$ cat src/pkg/rssm_params.svh
`ifndef RSSM_PARAMS_SVH
`define RSSM_PARAMS_SVH

// Register map
`define RSSM_CSR_ADDR       8'h00
`define RSSM_ADDR_W         8

// Control/status field positions
`define RSSM_BIT_WDG_FLAG   0
`define RSSM_BIT_UV_FLAG    4
`define RSSM_BIT_WARN_FLAG  5
`define RSSM_BIT_WARN_EN    6
`define RSSM_CSR_RESET      8'h00

// Timing
`define RSSM_CLK_MHZ        40
`define RSSM_WDG_PULSE_NS   200
`define RSSM_WDG_PULSE_CYC  ((`RSSM_WDG_PULSE_NS * `RSSM_CLK_MHZ + 999) / 1000)
`define RSSM_DLY_SHORT_CYC  13'h0100
`define RSSM_DLY_LONG_CYC   13'h1000
`define RSSM_FETCH_CYC      2'h2
`define RSSM_BLANK_CYC      3'h4

`endif

$ cat src/pkg/rssm_pkg.sv
package rssm_pkg;

  typedef enum logic [3:0] {
    st_active = 4'h1,
    st_delay  = 4'h2,
    st_fetch  = 4'h4,
    st_run    = 4'h8
  } rssm_state_type;

  typedef logic [7:0]  rssm_csr_type;
  typedef logic [31:0] rssm_word_type;

endpackage

$ cat src/design/rssm_top.sv
`timescale 1ns/1ps
`include "rssm_params.svh"
module rssm_top (
  input  wire logic                 clock,
  input  wire logic                 rst,
  input  wire logic                 psel,
  input  wire logic                 penable,
  input  wire logic                 pwrite,
  input  wire logic [7:0]           paddr,
  input  wire rssm_pkg::rssm_word_type pwdata,
  output rssm_pkg::rssm_word_type   prdata,
  output logic                      pready,
  output logic                      pslverr,
  input  wire logic                 reset_pin_in,
  output logic                      reset_pin_out,
  output logic                      reset_pin_oe_n,
  input  wire logic                 undervolt_comp,
  input  wire logic                 supply_warn_comp,
  input  wire logic                 undervolt_option_en,
  input  wire logic                 long_delay_sel,
  input  wire logic                 watchdog_underflow,
  input  wire logic                 halt_mode,
  input  wire logic                 wait_mode,
  input  wire logic                 cpu_irq_masked,
  input  wire logic                 irq_ack,
  output logic                      sys_reset,
  output logic                      vector_fetch,
  output logic                      supply_warn_irq,
  output logic                      wake_from_wait
);
  import rssm_pkg::*;

  localparam logic [3:0] WDG_CYC = 4'(`RSSM_WDG_PULSE_CYC);

  // Three-stage synchronisers: pin, undervoltage, warning comparator
  logic [2:0] raw_in;
  logic [2:0] sync1_ff;
  logic [2:0] sync2_ff;
  logic [2:0] sync3_ff;
  logic [2:0] filt_ff;
  logic [2:0] nxt_filt;

  assign raw_in = {supply_warn_comp, undervolt_comp, reset_pin_in};

  genvar gi;
  generate
    for (gi = 0; gi < 3; gi++) begin : g_sync
      // Idle levels: pin high, comparators reporting good supply
      localparam logic IDLE = (gi == 0) ? 1'b1 : 1'b0;
      assign nxt_filt[gi] = (sync2_ff[gi] == sync3_ff[gi]) ? sync3_ff[gi] : filt_ff[gi];
      always_ff @(posedge clock) begin
        if (rst) begin
          sync1_ff[gi] <= IDLE;
          sync2_ff[gi] <= IDLE;
          sync3_ff[gi] <= IDLE;
          filt_ff[gi]  <= IDLE;
        end else begin
          sync1_ff[gi] <= raw_in[gi];
          sync2_ff[gi] <= sync1_ff[gi];
          sync3_ff[gi] <= sync2_ff[gi];
          filt_ff[gi]  <= nxt_filt[gi];
        end
      end
    end
  endgenerate

  wire pin_low_filt = ~filt_ff[0];
  wire uv_filt      = filt_ff[1];
  wire warn_filt    = filt_ff[2];

  // State and counters
  rssm_state_type state_ff;
  rssm_state_type nxt_state;
  logic [12:0]    dly_cnt_ff;
  logic [12:0]    nxt_dly_cnt;
  logic [1:0]     fetch_cnt_ff;
  logic [1:0]     nxt_fetch_cnt;
  logic [3:0]     wdg_cnt_ff;
  logic [3:0]     nxt_wdg_cnt;
  logic [2:0]     blank_ff;
  logic [2:0]     nxt_blank;
  logic           drive_ff;
  logic           nxt_drive;

  // Register bits
  logic uv_flag_ff;
  logic wdg_flag_ff;
  logic warn_flag_ff;
  logic warn_en_ff;
  logic pending_ff;
  logic nxt_uv_flag;
  logic nxt_wdg_flag;
  logic nxt_warn_flag;
  logic nxt_warn_en;
  logic nxt_pending;

  // Sources
  wire uv_active    = undervolt_option_en & uv_filt;
  wire wdg_busy     = (wdg_cnt_ff != 4'h0);
  // Our own drive and the pull-up recovery time would read as a pin reset
  wire ext_req      = pin_low_filt & ~drive_ff & (blank_ff == 3'h0);
  wire ext_async    = ~reset_pin_in & ~drive_ff;
  wire any_src      = ext_req | uv_active | wdg_busy | watchdog_underflow;
  wire in_reset     = (state_ff == st_active) | (state_ff == st_delay);
  wire running      = (state_ff == st_run);
  wire frozen       = halt_mode & running;
  wire [12:0] dly_load = (long_delay_sel ? `RSSM_DLY_LONG_CYC : `RSSM_DLY_SHORT_CYC)
                         - 13'h0001;

  // Sequencer
  always_comb begin
    nxt_state     = state_ff;
    nxt_dly_cnt   = dly_cnt_ff;
    nxt_fetch_cnt = fetch_cnt_ff;
    case (state_ff)
      st_active: begin
        if (!any_src) begin
          nxt_state   = st_delay;
          nxt_dly_cnt = dly_load;
        end
      end
      st_delay: begin
        if (any_src) begin
          nxt_state = st_active;
        end else if (dly_cnt_ff == 13'h0000) begin
          nxt_state     = st_fetch;
          nxt_fetch_cnt = `RSSM_FETCH_CYC - 2'h1;
        end else begin
          nxt_dly_cnt = dly_cnt_ff - 13'h0001;
        end
      end
      st_fetch: begin
        if (any_src) begin
          nxt_state = st_active;
        end else if (fetch_cnt_ff == 2'h0) begin
          nxt_state = st_run;
        end else begin
          nxt_fetch_cnt = fetch_cnt_ff - 2'h1;
        end
      end
      st_run: begin
        if (any_src) begin
          nxt_state = st_active;
        end
      end
      default: begin
        nxt_state = st_active;
      end
    endcase
  end

  assign nxt_wdg_cnt = watchdog_underflow ? WDG_CYC :
                       (wdg_busy ? wdg_cnt_ff - 4'h1 : 4'h0);
  // Pin held low by undervoltage, watchdog pulse and the whole delay phase
  // Busy term bridges the cycle between pulse end and delay entry
  assign nxt_drive   = uv_active | watchdog_underflow | (nxt_wdg_cnt != 4'h0)
                       | wdg_busy | (nxt_state == st_delay);
  assign nxt_blank   = drive_ff ? `RSSM_BLANK_CYC :
                       ((blank_ff != 3'h0) ? blank_ff - 3'h1 : 3'h0);

  always_ff @(posedge clock) begin
    if (rst) begin
      state_ff     <= st_active;
      dly_cnt_ff   <= 13'h0000;
      fetch_cnt_ff <= 2'h0;
      wdg_cnt_ff   <= 4'h0;
      blank_ff     <= 3'h0;
      drive_ff     <= 1'b0;
    end else begin
      state_ff     <= nxt_state;
      dly_cnt_ff   <= nxt_dly_cnt;
      fetch_cnt_ff <= nxt_fetch_cnt;
      wdg_cnt_ff   <= nxt_wdg_cnt;
      blank_ff     <= nxt_blank;
      drive_ff     <= nxt_drive;
    end
  end

  // Pin reset leaks straight through so halt with no clock still resets
  assign sys_reset      = in_reset | ext_async;
  assign vector_fetch   = (state_ff == st_fetch);
  assign reset_pin_out  = 1'b0;
  assign reset_pin_oe_n = ~drive_ff;

  // APB decode
  wire  addr_hit  = (paddr == `RSSM_CSR_ADDR);
  wire  setup_ph  = psel & ~penable;
  wire  wr_acc    = psel & penable & pwrite & pready & addr_hit & ~frozen;
  wire  clr_uv    = wr_acc & ~pwdata[`RSSM_BIT_UV_FLAG];
  wire  clr_wdg   = wr_acc & ~pwdata[`RSSM_BIT_WDG_FLAG];
  wire  en_rise   = nxt_warn_en & ~warn_en_ff;
  wire  warn_upd  = undervolt_option_en & ~frozen;
  wire  toggle    = warn_upd & (warn_filt != warn_flag_ff);
  wire  set_pend  = running & ~halt_mode &
                    ((toggle & warn_en_ff) | (en_rise & warn_flag_ff));
  rssm_csr_type csr_rd;

  assign pready  = psel & penable;
  // Reserved bits and unused upper bits read zero
  assign csr_rd  = {1'b0, warn_en_ff, warn_flag_ff, uv_flag_ff, 3'b000, wdg_flag_ff};

  // Set wins over a software clear in the same cycle
  assign nxt_uv_flag   = uv_active | (uv_flag_ff & ~clr_uv);
  assign nxt_wdg_flag  = watchdog_underflow |
                         (wdg_flag_ff & ~clr_wdg & ~uv_active);
  assign nxt_warn_flag = warn_upd ? warn_filt : warn_flag_ff;
  assign nxt_warn_en   = in_reset ? 1'b0 :
                         (wr_acc ? pwdata[`RSSM_BIT_WARN_EN] : warn_en_ff);
  assign nxt_pending   = ~in_reset & ~uv_active &
                         (set_pend | (pending_ff & ~irq_ack));

  always_ff @(posedge clock) begin
    if (rst) begin
      uv_flag_ff   <= 1'(`RSSM_CSR_RESET >> `RSSM_BIT_UV_FLAG);
      wdg_flag_ff  <= 1'b0;
      warn_flag_ff <= 1'b0;
      warn_en_ff   <= 1'b0;
      pending_ff   <= 1'b0;
    end else begin
      uv_flag_ff   <= nxt_uv_flag;
      wdg_flag_ff  <= nxt_wdg_flag;
      warn_flag_ff <= nxt_warn_flag;
      warn_en_ff   <= nxt_warn_en;
      pending_ff   <= nxt_pending;
    end
  end

  always_ff @(posedge clock) begin
    if (rst) begin
      prdata  <= 32'h0000_0000;
      pslverr <= 1'b0;
    end else if (setup_ph) begin
      prdata  <= addr_hit ? {24'h00_0000, csr_rd} : 32'h0000_0000;
      pslverr <= ~addr_hit;
    end
  end

  assign supply_warn_irq = pending_ff & warn_en_ff & ~cpu_irq_masked;
  // Halt gives no wake path; wait mode does
  assign wake_from_wait  = wait_mode & pending_ff & warn_en_ff;

  pin_async_a: assert property (@(posedge clock) disable iff (rst)
    (!reset_pin_in && !drive_ff) |-> sys_reset)
    else $error("pin low without internal reset");

  uv_pin_a: assert property (@(posedge clock) disable iff (rst)
    uv_active |=> !reset_pin_oe_n)
    else $error("undervoltage reset not driving pin");

  wdg_pulse_a: assert property (@(posedge clock) disable iff (rst)
    watchdog_underflow |=> (!reset_pin_oe_n) [*8])
    else $error("watchdog pin pulse too short");

  uv_off_a: assert property (@(posedge clock) disable iff (rst)
    !undervolt_option_en |=> !$rose(uv_flag_ff))
    else $error("undervoltage flag set with option off");

  warn_hold_a: assert property (@(posedge clock) disable iff (rst)
    !undervolt_option_en |=> $stable(warn_flag_ff) && !$rose(pending_ff))
    else $error("warning monitor active with option off");

  warn_live_a: assert property (@(posedge clock) disable iff (rst)
    (undervolt_option_en && !frozen) |=> warn_flag_ff == $past(warn_filt))
    else $error("warning flag not tracking comparator");

  toggle_irq_a: assert property (@(posedge clock) disable iff (rst)
    (running && !halt_mode && warn_en_ff && toggle && !uv_active && !any_src)
    |=> pending_ff)
    else $error("flag toggle raised no request");

  ack_clear_a: assert property (@(posedge clock) disable iff (rst)
    (irq_ack && !set_pend) |=> !pending_ff)
    else $error("pending request survived service entry");

  irq_gate_a: assert property (@(posedge clock) disable iff (rst)
    supply_warn_irq |-> (warn_en_ff && !cpu_irq_masked))
    else $error("interrupt not gated by enable and mask");

  uv_keep_a: assert property (@(posedge clock) disable iff (rst)
    (uv_flag_ff && !clr_uv) |=> uv_flag_ff)
    else $error("undervoltage flag lost");

  wdg_clr_a: assert property (@(posedge clock) disable iff (rst)
    (uv_active && !watchdog_underflow) |=> !wdg_flag_ff)
    else $error("watchdog flag kept through undervoltage reset");

  fetch_two_a: assert property (@(posedge clock) disable iff (rst)
    (state_ff == st_delay && dly_cnt_ff == 13'h0000 && !any_src) |=> vector_fetch)
    else $error("no vector fetch after delay");

  boot_quiet_a: assert property (@(posedge clock) disable iff (rst)
    !running |=> !$rose(pending_ff))
    else $error("warning request raised during reset sequence");

  en_rise_a: assert property (@(posedge clock) disable iff (rst)
    (running && !halt_mode && warn_flag_ff && !warn_en_ff && wr_acc
     && pwdata[`RSSM_BIT_WARN_EN] && !any_src) |=> pending_ff)
    else $error("enable with flag set raised no request");

  halt_freeze_a: assert property (@(posedge clock) disable iff (rst)
    frozen |=> $stable(warn_en_ff) && $stable(warn_flag_ff))
    else $error("register changed in halt");

  uv_set_a: assert property (@(posedge clock) disable iff (rst)
    uv_active |=> uv_flag_ff)
    else $error("undervoltage flag not set");

  wdg_set_a: assert property (@(posedge clock) disable iff (rst)
    watchdog_underflow |=> wdg_flag_ff)
    else $error("watchdog flag not set");

  rsvd_zero_a: assert property (@(posedge clock) disable iff (rst)
    (prdata[31:7] == 25'h0000000) && (prdata[3:1] == 3'h0))
    else $error("reserved bits read nonzero");

  en_reset_a: assert property (@(posedge clock) disable iff (rst)
    in_reset |=> !warn_en_ff)
    else $error("enable survived reset");

  merge_a: assert property (@(posedge clock) disable iff (rst)
    any_src |=> sys_reset)
    else $error("reset source gave no internal reset");

  irq_seen_c: cover property (@(posedge clock) disable iff (rst) $rose(supply_warn_irq));
  uv_reset_c: cover property (@(posedge clock) disable iff (rst) $rose(uv_flag_ff));
  wake_c: cover property (@(posedge clock) disable iff (rst) $rose(wake_from_wait));
  boot_c: cover property (@(posedge clock) disable iff (rst)
    vector_fetch ##1 vector_fetch ##1 running);
  wdg_reset_c: cover property (@(posedge clock) disable iff (rst) $rose(wdg_flag_ff));

endmodule

$ cat config.mk
export PLATFORM = sky130hd
export DESIGN_NAME = rssm_top
export DESIGN_NICKNAME = d
export VERILOG_FILES = /design/src/pkg/rssm_pkg.sv /design/src/design/rssm_top.sv
export VERILOG_INCLUDE_DIRS = /design/src /design/src/pkg
export SDC_FILE = /design/constraint.sdc
export NUM_CORES = 1
export LEC_CHECK = 0
export ABC_CLOCK_PERIOD_IN_PS = 6800
export BUFFER_PORTS_ARGS = -buffer_cell sky130_fd_sc_hd__buf_4
export CAP_MARGIN = 5
export CORE_MARGIN = 2
export CORE_UTILIZATION = 31
export CTS_BUF_LIST = sky130_fd_sc_hd__clkbuf_16
export DETAILED_ROUTE_END_ITERATION = 12
export PLACE_DENSITY = 0.57
export SLEW_MARGIN = 10
export SYNTH_ARGS = -nofsm -noshare
export SYNTH_HDL_FRONTEND = slang
export SYNTH_SLANG_ARGS = --single-unit
$ cat constraint.sdc
create_clock -name clock -period 6.8 [get_ports clock]
set_clock_uncertainty 0.1 [all_clocks]
set_input_delay 1.36 -clock clock [delete_from_list [all_inputs] [get_ports clock]]
set_output_delay 1.36 -clock clock [all_outputs]
set_load 0.03 [all_outputs]
Word-level counts from Yosys, hierarchy flattened
Index checks and enable logic that the tools add are counted.
{"block": "op_classes", "n_addsub": 5, "n_reduce_logical": 12, "eq_ne": 15, "n_mux": 24, "bitwise": 60}
{"cell": "$mux 13", "n": 4}
{"cell": "$mux 4", "n": 8}
{"cell": "$and 1x1->1", "n": 30}
{"cell": "$pmux 13 s2", "n": 1}
{"cell": "$sub 13x1->13 const B", "n": 2}
{"cell": "$not 1->1", "n": 17}
{"cell": "$pmux 4 s4", "n": 1}
{"cell": "$logic_not 13->1", "n": 1}
{"cell": "$or 1x1->1", "n": 13}
{"cell": "$ne 2x2->1 const B", "n": 5}
{"cell": "$eq 4x2->1 const B", "n": 2}
{"cell": "$logic_not 8->1", "n": 1}
{"cell": "$mux 2", "n": 4}
{"cell": "$reduce_bool 4->1", "n": 2}
{"cell": "$mux 7", "n": 1}
{"cell": "$mux 3", "n": 2}
{"cell": "$reduce_and 5->1", "n": 1}
{"cell": "$eq 4x1->1 const B", "n": 1}
{"cell": "$eq 4x3->1 const B", "n": 1}
{"cell": "$eq 4x4->1 const B", "n": 1}
{"cell": "$pmux 2 s2", "n": 1}
{"cell": "$reduce_and 4->1", "n": 1}
{"cell": "$reduce_bool 2->1", "n": 2}
{"cell": "$sub 4x1->4 const B", "n": 1}
{"cell": "other kinds (10)", "n": 13}
{"block": "totals", "input_bits": 55, "output_inout_bits": 40, "regBits": 77}

Depth between registers and ports, before layout
Gate-level depths: netlist (run 1).
{"block": "logic_depth", "ltp_word": 13, "ltp_mapped": 9}

Least setup slack after synthesis (run 1)
No wires, ideal clock.
{"block": "synth_path", "path_kind": "input to output", "startpoint": "in reset_pin_in", "endpoint": "out sys_reset", "path_slack_ps": 3300, "required_time_ps": 5340, "cell_stages": 1, "path_buffers": 0, "t_arrival_ps": 2040, "cell_sequence": "o21ai_0"}
{"block": "synth_between", "elab_chain_cells": 3}
{"item": "from (decl)", "line_no": "rssm_top.sv:14", "source": "input wire logic reset_pin_in,"}
{"item": "$not 1->1", "line_no": "rssm_top.sv:102", "source": "wire ext_async = ~reset_pin_in & ~drive_ff;"}
{"item": "$and 1x1->1", "line_no": "rssm_top.sv:102"}
{"item": "$or 1x1->1", "line_no": "rssm_top.sv:180", "source": "assign sys_reset = in_reset | ext_async;"}
{"item": "to (decl)", "line_no": "rssm_top.sv:26", "source": "output logic sys_reset,"}
Every way passes these cells.

Worst setup path in the final report (run 1)
Ends and elaborated chain as after synthesis.

==> results of run 1 <==
-- worst max path at each step --
stage                 startpoint   endpoint  slack (ns)  depth (start not counted)
detailed placement  reset_pin_in  sys_reset        3.44                          3
floorplan           reset_pin_in  sys_reset        3.30                          1
global route        reset_pin_in  sys_reset        3.40                          3
finish              reset_pin_in  sys_reset        3.42                          3
CTS                 reset_pin_in  sys_reset        3.43                          3
global placement    reset_pin_in  sys_reset        3.46                          3
-- sequential cells by signal (all words and copies together) (netlist names), 2 cells and up --
signal	count
sync3_ff	3
dly_cnt_ff	13
sync2_ff	3
state_ff	4
blank_ff	3
fetch_cnt_ff	2
sync1_ff	3
prdata	4
wdg_cnt_ff	4
-- where the power goes --
| part | switching [uW] | leakage, uW | internal, uW | total, uW |
|---|---|---|---|---|
| logic | 91.8 | 0.000697 | 52.6 | 144 |
| clock network | 120 | 0.0000763 | 141 | 261 |
| registers | 22.1 | 0.000401 | 305 | 327 |
-- through the flow --
stage	setup slack [ns]	total power [uW]	instances	area, sq um	hold WS, ns
6_report	3.421	732.8	443	2998	0.3114
5_1_grt	3.402	771.2	443	2998	0.3292
4_1_cts	3.430	738.2	443	2998	0.3129
3_5_place_dp	3.445	477.1	435	2844	0.2957
3_3_place_gp	3.456	474.7	435	2844	0.2932
2_1_floorplan	3.300	455.4	334	2719	0.2895
-- layer usage --
layer	vias to the layer above	global-route usage [%]	wire length, microns
met4	0	3.571	46
met5	-	0	0
met1	961	16.54	2557
met3	7	2.897	278
met2	59	19.52	2506
li1	1085	-	-
-- kinds of logic after synthesis --
kind of cell | synth area share (%)
AO/OA/AOI/OAI | 18.38
XOR/XNOR | 1.340
adder cells (fa/ha/maj) | 2.872
buffers and inverters | 12.88
flip-flops | 37.53
multiplexers | 1.532
other | 0.1435
AND/OR/NAND/NOR | 25.32
-- area by class of cell --
class / instances / area, sq um / area share, %
inverters: 14 / 52.55 / 1.753
flip-flops and latches: 49 / 980.9 / 32.72
clock inverters: 3 / 28.78 / 0.9599
multi-input cells: 230 / 1401 / 46.74
well taps: 105 / 131.4 / 4.382
repair buffers: 37 / 277.8 / 9.265
clock buffers: 5 / 125.1 / 4.174
-- worst max-delay path, delay by kind of cell --
kind / cells / cell delay, ns
AOI/OAI and AO/OA: 1 / 0.23
buffers and inverters: 2 / 0.33
-- cell usage after synthesis, types with 3 or more instances --
master	number	area, sq um
nor2b_1	9	56.30
o21ai_0	16	80.08
nor2_1	23	86.33
nand2_1	25	93.84
and2_1	4	25.02
dfxtp_1	49	980.9
a21oi_1	24	120.1
nand3_1	9	45.04
inv_1	14	52.55
mux2i_1	4	40.04
buf_4	30	225.2
nand3b_1	3	22.52
a211oi_1	5	37.54
o22ai_1	3	18.77
nand2b_1	3	18.77
nor4_1	6	37.54
or3_1	4	25.02
nor3_1	9	45.04
ha_1	6	75.07
xor2_1	4	35.03
o21a_1	3	22.52
or2_2	3	18.77
clkbuf_1	7	26.28
==> run_results.csv, run 1 <==
group,metric,value,unit
setup_path,slowest_stage,"o21ai_0",
floorplanning,dieHeight,95.83,microns
cts,cts_root_buffer,"clkbuf_16",
floorplanning,start_util,31.97,%
drt,first_pass_iters,4,
floorplanning,dieWidth,95.83,microns
outcome,outcome,"complete, no violations",
placement,port-buffer-count,36,
drt,finalWirelength,5.388,mm
placement,place_congestion,0.7782,
cts,htree_levels,2,
drt,drtIter0Drc,84,
cts,clock_latency,0.30,ns
cts,post_cts_resized,0,
final_layout,num_antenna_cells,0,
floorplanning,core_area,8175,sq um
yosys,synth.avg_cell_area,8.542,sq um
drt,antenna_left,0,
pwr,power_density,244.4,nW/um^2
min_path,hold_end,"sync2_ff[0]",
yosys,synth_cells,306,
setup_path,path_cells,"buf_4, o21ai_0, buf_4",
yosys,synth-edff-count,0,
cts,cts_sinks,49,
setup_path,path_common_cell,"buf_4",
setup_path,reg2reg_to,"dly_cnt_ff[10]",
timing,rsz0062_at_grt,"false",
placement,hpwlAfterDp,3.869,mm
floorplanning,rows,33,
yosys,synth-warning-count,0,
final_layout,syn2layout_area_growth,14.70,%
cts,clock_path_buffers,2,
setup_path,r2r_slack,4.37,ns
setup_path,crit_required,5.34,ns
timing,period_share,49.69,%
final_layout,utilization,36.67,%
setup_path,arrival,1.92,ns
yosys,netlist-cell-type-count,55,
yosys,async_flop_share,0,%
drt,via_count,2112,
min_path,min_from,"sync1_ff[0]",
min_path,hold_path.class,"reg -> reg",
global_route,grt.total_usage,12.27,%
drt,viasPerCell,4.767,
cts,hold_buffers,0,
global_route,grt_max_degree,43,
yosys,synth_seq_cells,49,
timing,finalCriticalPeriod,3.379,ns
setup_path,critPathMaxFanout,2,
global_route,grt-ovfl-total,0,
yosys,synth_seq_area_share,37.53,%
setup_path,cp-start-kind,"input port",
floorplanning,fp.dieArea,9182,sq um
setup_path,cp-end-kind,"primary output",
global_route,grt_pass1_wl,8.935,mm
job,maxCapViolCount,0,
timing,slew-limit-headroom,51.87,%
cts,clk_pin_slew_worst_paths,0.07,ns
yosys,syn-cell-area,2614,sq um
final_layout,layout_commonest_cell,"dfxtp_1",
global_route,grt_pass1_vias,1971,
final_layout,final_nets,398,
timing,drv_slew,0,
yosys,synth_ff_type,"dfxtp_1",
drt,drc_errors,0,
min_path,min_path_cells,1,
setup_path,path_class,"in -> out",
pwr,ir_drop,0.1213,mV
final_layout,drive_gt1_share,18.05,%
drt,wl_per_cell,12.16,microns
timing,finalHoldViolCount,0,
cts,cts_made_buffers,5,
final_layout,final_cell_mix,"49 x dfxtp_1, 37 x buf_4, 29 x conb_1",
cts,cts_tree,"built",
timing,fin_tns_setup,0,ns
timing,max_freq,296.0,MHz
final_layout,nFillCells,877,
pwr,p_leak,0.001174,uW
setup_path,max_stage_delay,0.23,ns
global_route,antenna_found_initial,0,
setup_path,worstRegToRegCells,7,
cts,postCtsSetupRepairBufs,0,
timing,worst_slew_pin_slew,0.7196,ns
floorplanning,io_pins,95,
setup_path,r2r-start,"wdg_cnt_ff[0]",
timing,setup-violations-final,0,
Note: power is estimated with default switching activity, not from simulation.
==> inputs of run 2 (changes only) <==
- ABC_CLOCK_PERIOD_IN_PS: 6800 -> 3100
- PLACE_DENSITY: 0.57 -> 0.59
- clock period: 6.8 -> 3.1 ns (I/O delays scaled with it)
==> run_results.csv, run 2 (synthesis results as in run 1) <==
group,metric,value,unit
floorplanning,dieWidth,95.83,microns
cts,cts_sinks,49,
placement,place_ws,0.6888,ns
global_route,grt.total_usage,12.00,%
timing,drv_slew,0,
global_route,grt_pass1_vias,1921,
drt,viasPerCell,4.805,
timing,finalHoldViolCount,0,
final_layout,num_antenna_cells,0,
drt,antenna_left,0,
timing,rsz0062_at_grt,"false",
min_path,min_path_cells,1,
timing,worst_slew_pin_slew,0.6780,ns
final_layout,final_nets,398,
setup_path,cp-start-kind,"flip-flop",
drt,first_pass_iters,4,
setup_path,path_buf_inv,1,
cts,clock_latency,0.28,ns
global_route,antenna_found_initial,0,
drt,wl_per_cell,11.96,microns
pwr,p_leak,0.001178,uW
final_layout,largest_reg_flops,13,
timing,fin_ws,0.6997,ns
setup_path,crit_cells,7,
floorplanning,dieHeight,95.83,microns
placement,port-buffer-count,36,
setup_path,worstRegToRegCells,7,
drt,drc_errors,0,
final_layout,final_cell_mix,"49 x dfxtp_1, 37 x buf_4, 29 x conb_1",
setup_path,path_class,"reg -> reg",
setup_path,crit_required,3.19,ns
cts,cts_root_buffer,"clkbuf_16",
floorplanning,rows,33,
setup_path,arrival,2.49,ns
cts,postCtsSetupRepairBufs,0,
cts,htree_levels,2,
floorplanning,fp.dieArea,9182,sq um
floorplanning,start_util,31.97,%
cts,hold_buffers,0,
final_layout,layout_commonest_cell,"dfxtp_1",
timing,fin_tns_setup,0,ns
timing,setup-violations-final,0,
final_layout,syn2layout_area_growth,15.08,%
drt,drtIter0Drc,104,
cts,cts_made_buffers,5,
global_route,grt_max_degree,43,
global_route,grt_pass1_wl,8.935,mm
cts,clk_pin_slew_worst_paths,0.07,ns
placement,place_congestion,0.7710,
setup_path,max_stage_delay,0.58,ns
floorplanning,io_pins,95,
setup_path,crit_family,"compound AO/OA/AOI/OAI gates",
setup_path,cp-end-kind,"flip-flop",
cts,clock_path_buffers,2,
setup_path,slowest_stage,"a211oi_4",
cts,post_cts_resized,0,
timing,holdWs,0.3108,ns
timing,period_share,77.43,%
drt,via_count,2124,
floorplanning,core_area,8175,sq um
setup_path,critPathMaxFanout,15,
pwr,power_density,548.6,nW/um^2
final_layout,drive_gt1_share,17.80,%
timing,slew-limit-headroom,54.66,%
pwr,ir_drop,0.3229,mV
timing,max_freq,416.6,MHz
cts,cts_tree,"built",
job,maxCapViolCount,0,
global_route,grt-ovfl-total,0,
timing,finalCriticalPeriod,2.400,ns
outcome,outcome,"complete, no violations",
placement,dpl-instance-area,2844,sq um
final_layout,final_cell_area,3008,sq um
drt,finalWirelength,5.287,mm
final_layout,regMostFlops,"dly_cnt_ff",
placement,hpwlAfterDp,3.802,mm
min_path,hold_path.class,"reg -> reg",
setup_path,path_cells,"inv_1, ha_1, or3b_1, nand4b_4, a211oi_4, mux2i_1, o311ai_1",
[run 2: final timing paths]
check,endpoint,start,slack [ns]
worst min register to register,sync2_ff[0],sync1_ff[0],0.31
worst max-delay path,dly_cnt_ff[10],wdg_cnt_ff[0],0.70
worst max register to register,dly_cnt_ff[10],wdg_cnt_ff[0],0.70
worst min-delay path,sync2_ff[0],sync1_ff[0],0.31
[run 2: power by group]
part | switching (uW) | total [uW] | leakage [uW] | internal, uW
Clock | 237 | 617 | 0.0000803 | 379
Sequential | 48.6 | 718 | 0.000401 | 669
Combinational | 201 | 316 | 0.000697 | 115
[run 2: per-layer routing]
| metal | track usage (%) | vias up | part of all wire [%] |
|---|---|---|---|
| li1 | - | 1077 | - |
| met1 | 16.27 | 972 | 47 |
| met2 | 19.52 | 73 | 47 |
| met3 | 2.976 | 2 | 5.9 |
| met4 | 2.143 | 0 | 0.36 |
| met5 | 0 | - | 0 |
[run 2: through the flow]
step | total power [uW] | util, % | std cells
after global routing | 1731 | 36.79 | 442
after CTS | 1660 | 36.79 | 442
after global placement | 1040 | 34.79 | 435
after detailed placement | 1045 | 34.79 | 435
final | 1650 | 36.79 | 442
after floorplan | 999.0 | - | 334
[run 2: final cells by class]
type,count,area (sq um)
fillers,844,5167
multi-input cells,230,1401
flip-flops and latches,49,980.9
repair buffers,37,277.8
well taps,105,131.4
clock buffers,5,125.1
inverters,14,52.55
clock inverters,2,38.79
[run 2: worst reg2reg max path: stages, from the launching register on]
cell	delay (ns)
dfxtp_1	0.32
inv_1	0.05
ha_1	0.19
or3b_1	0.42
nand4b_4	0.25
a211oi_4	0.58
mux2i_1	0.16
o311ai_1	0.24
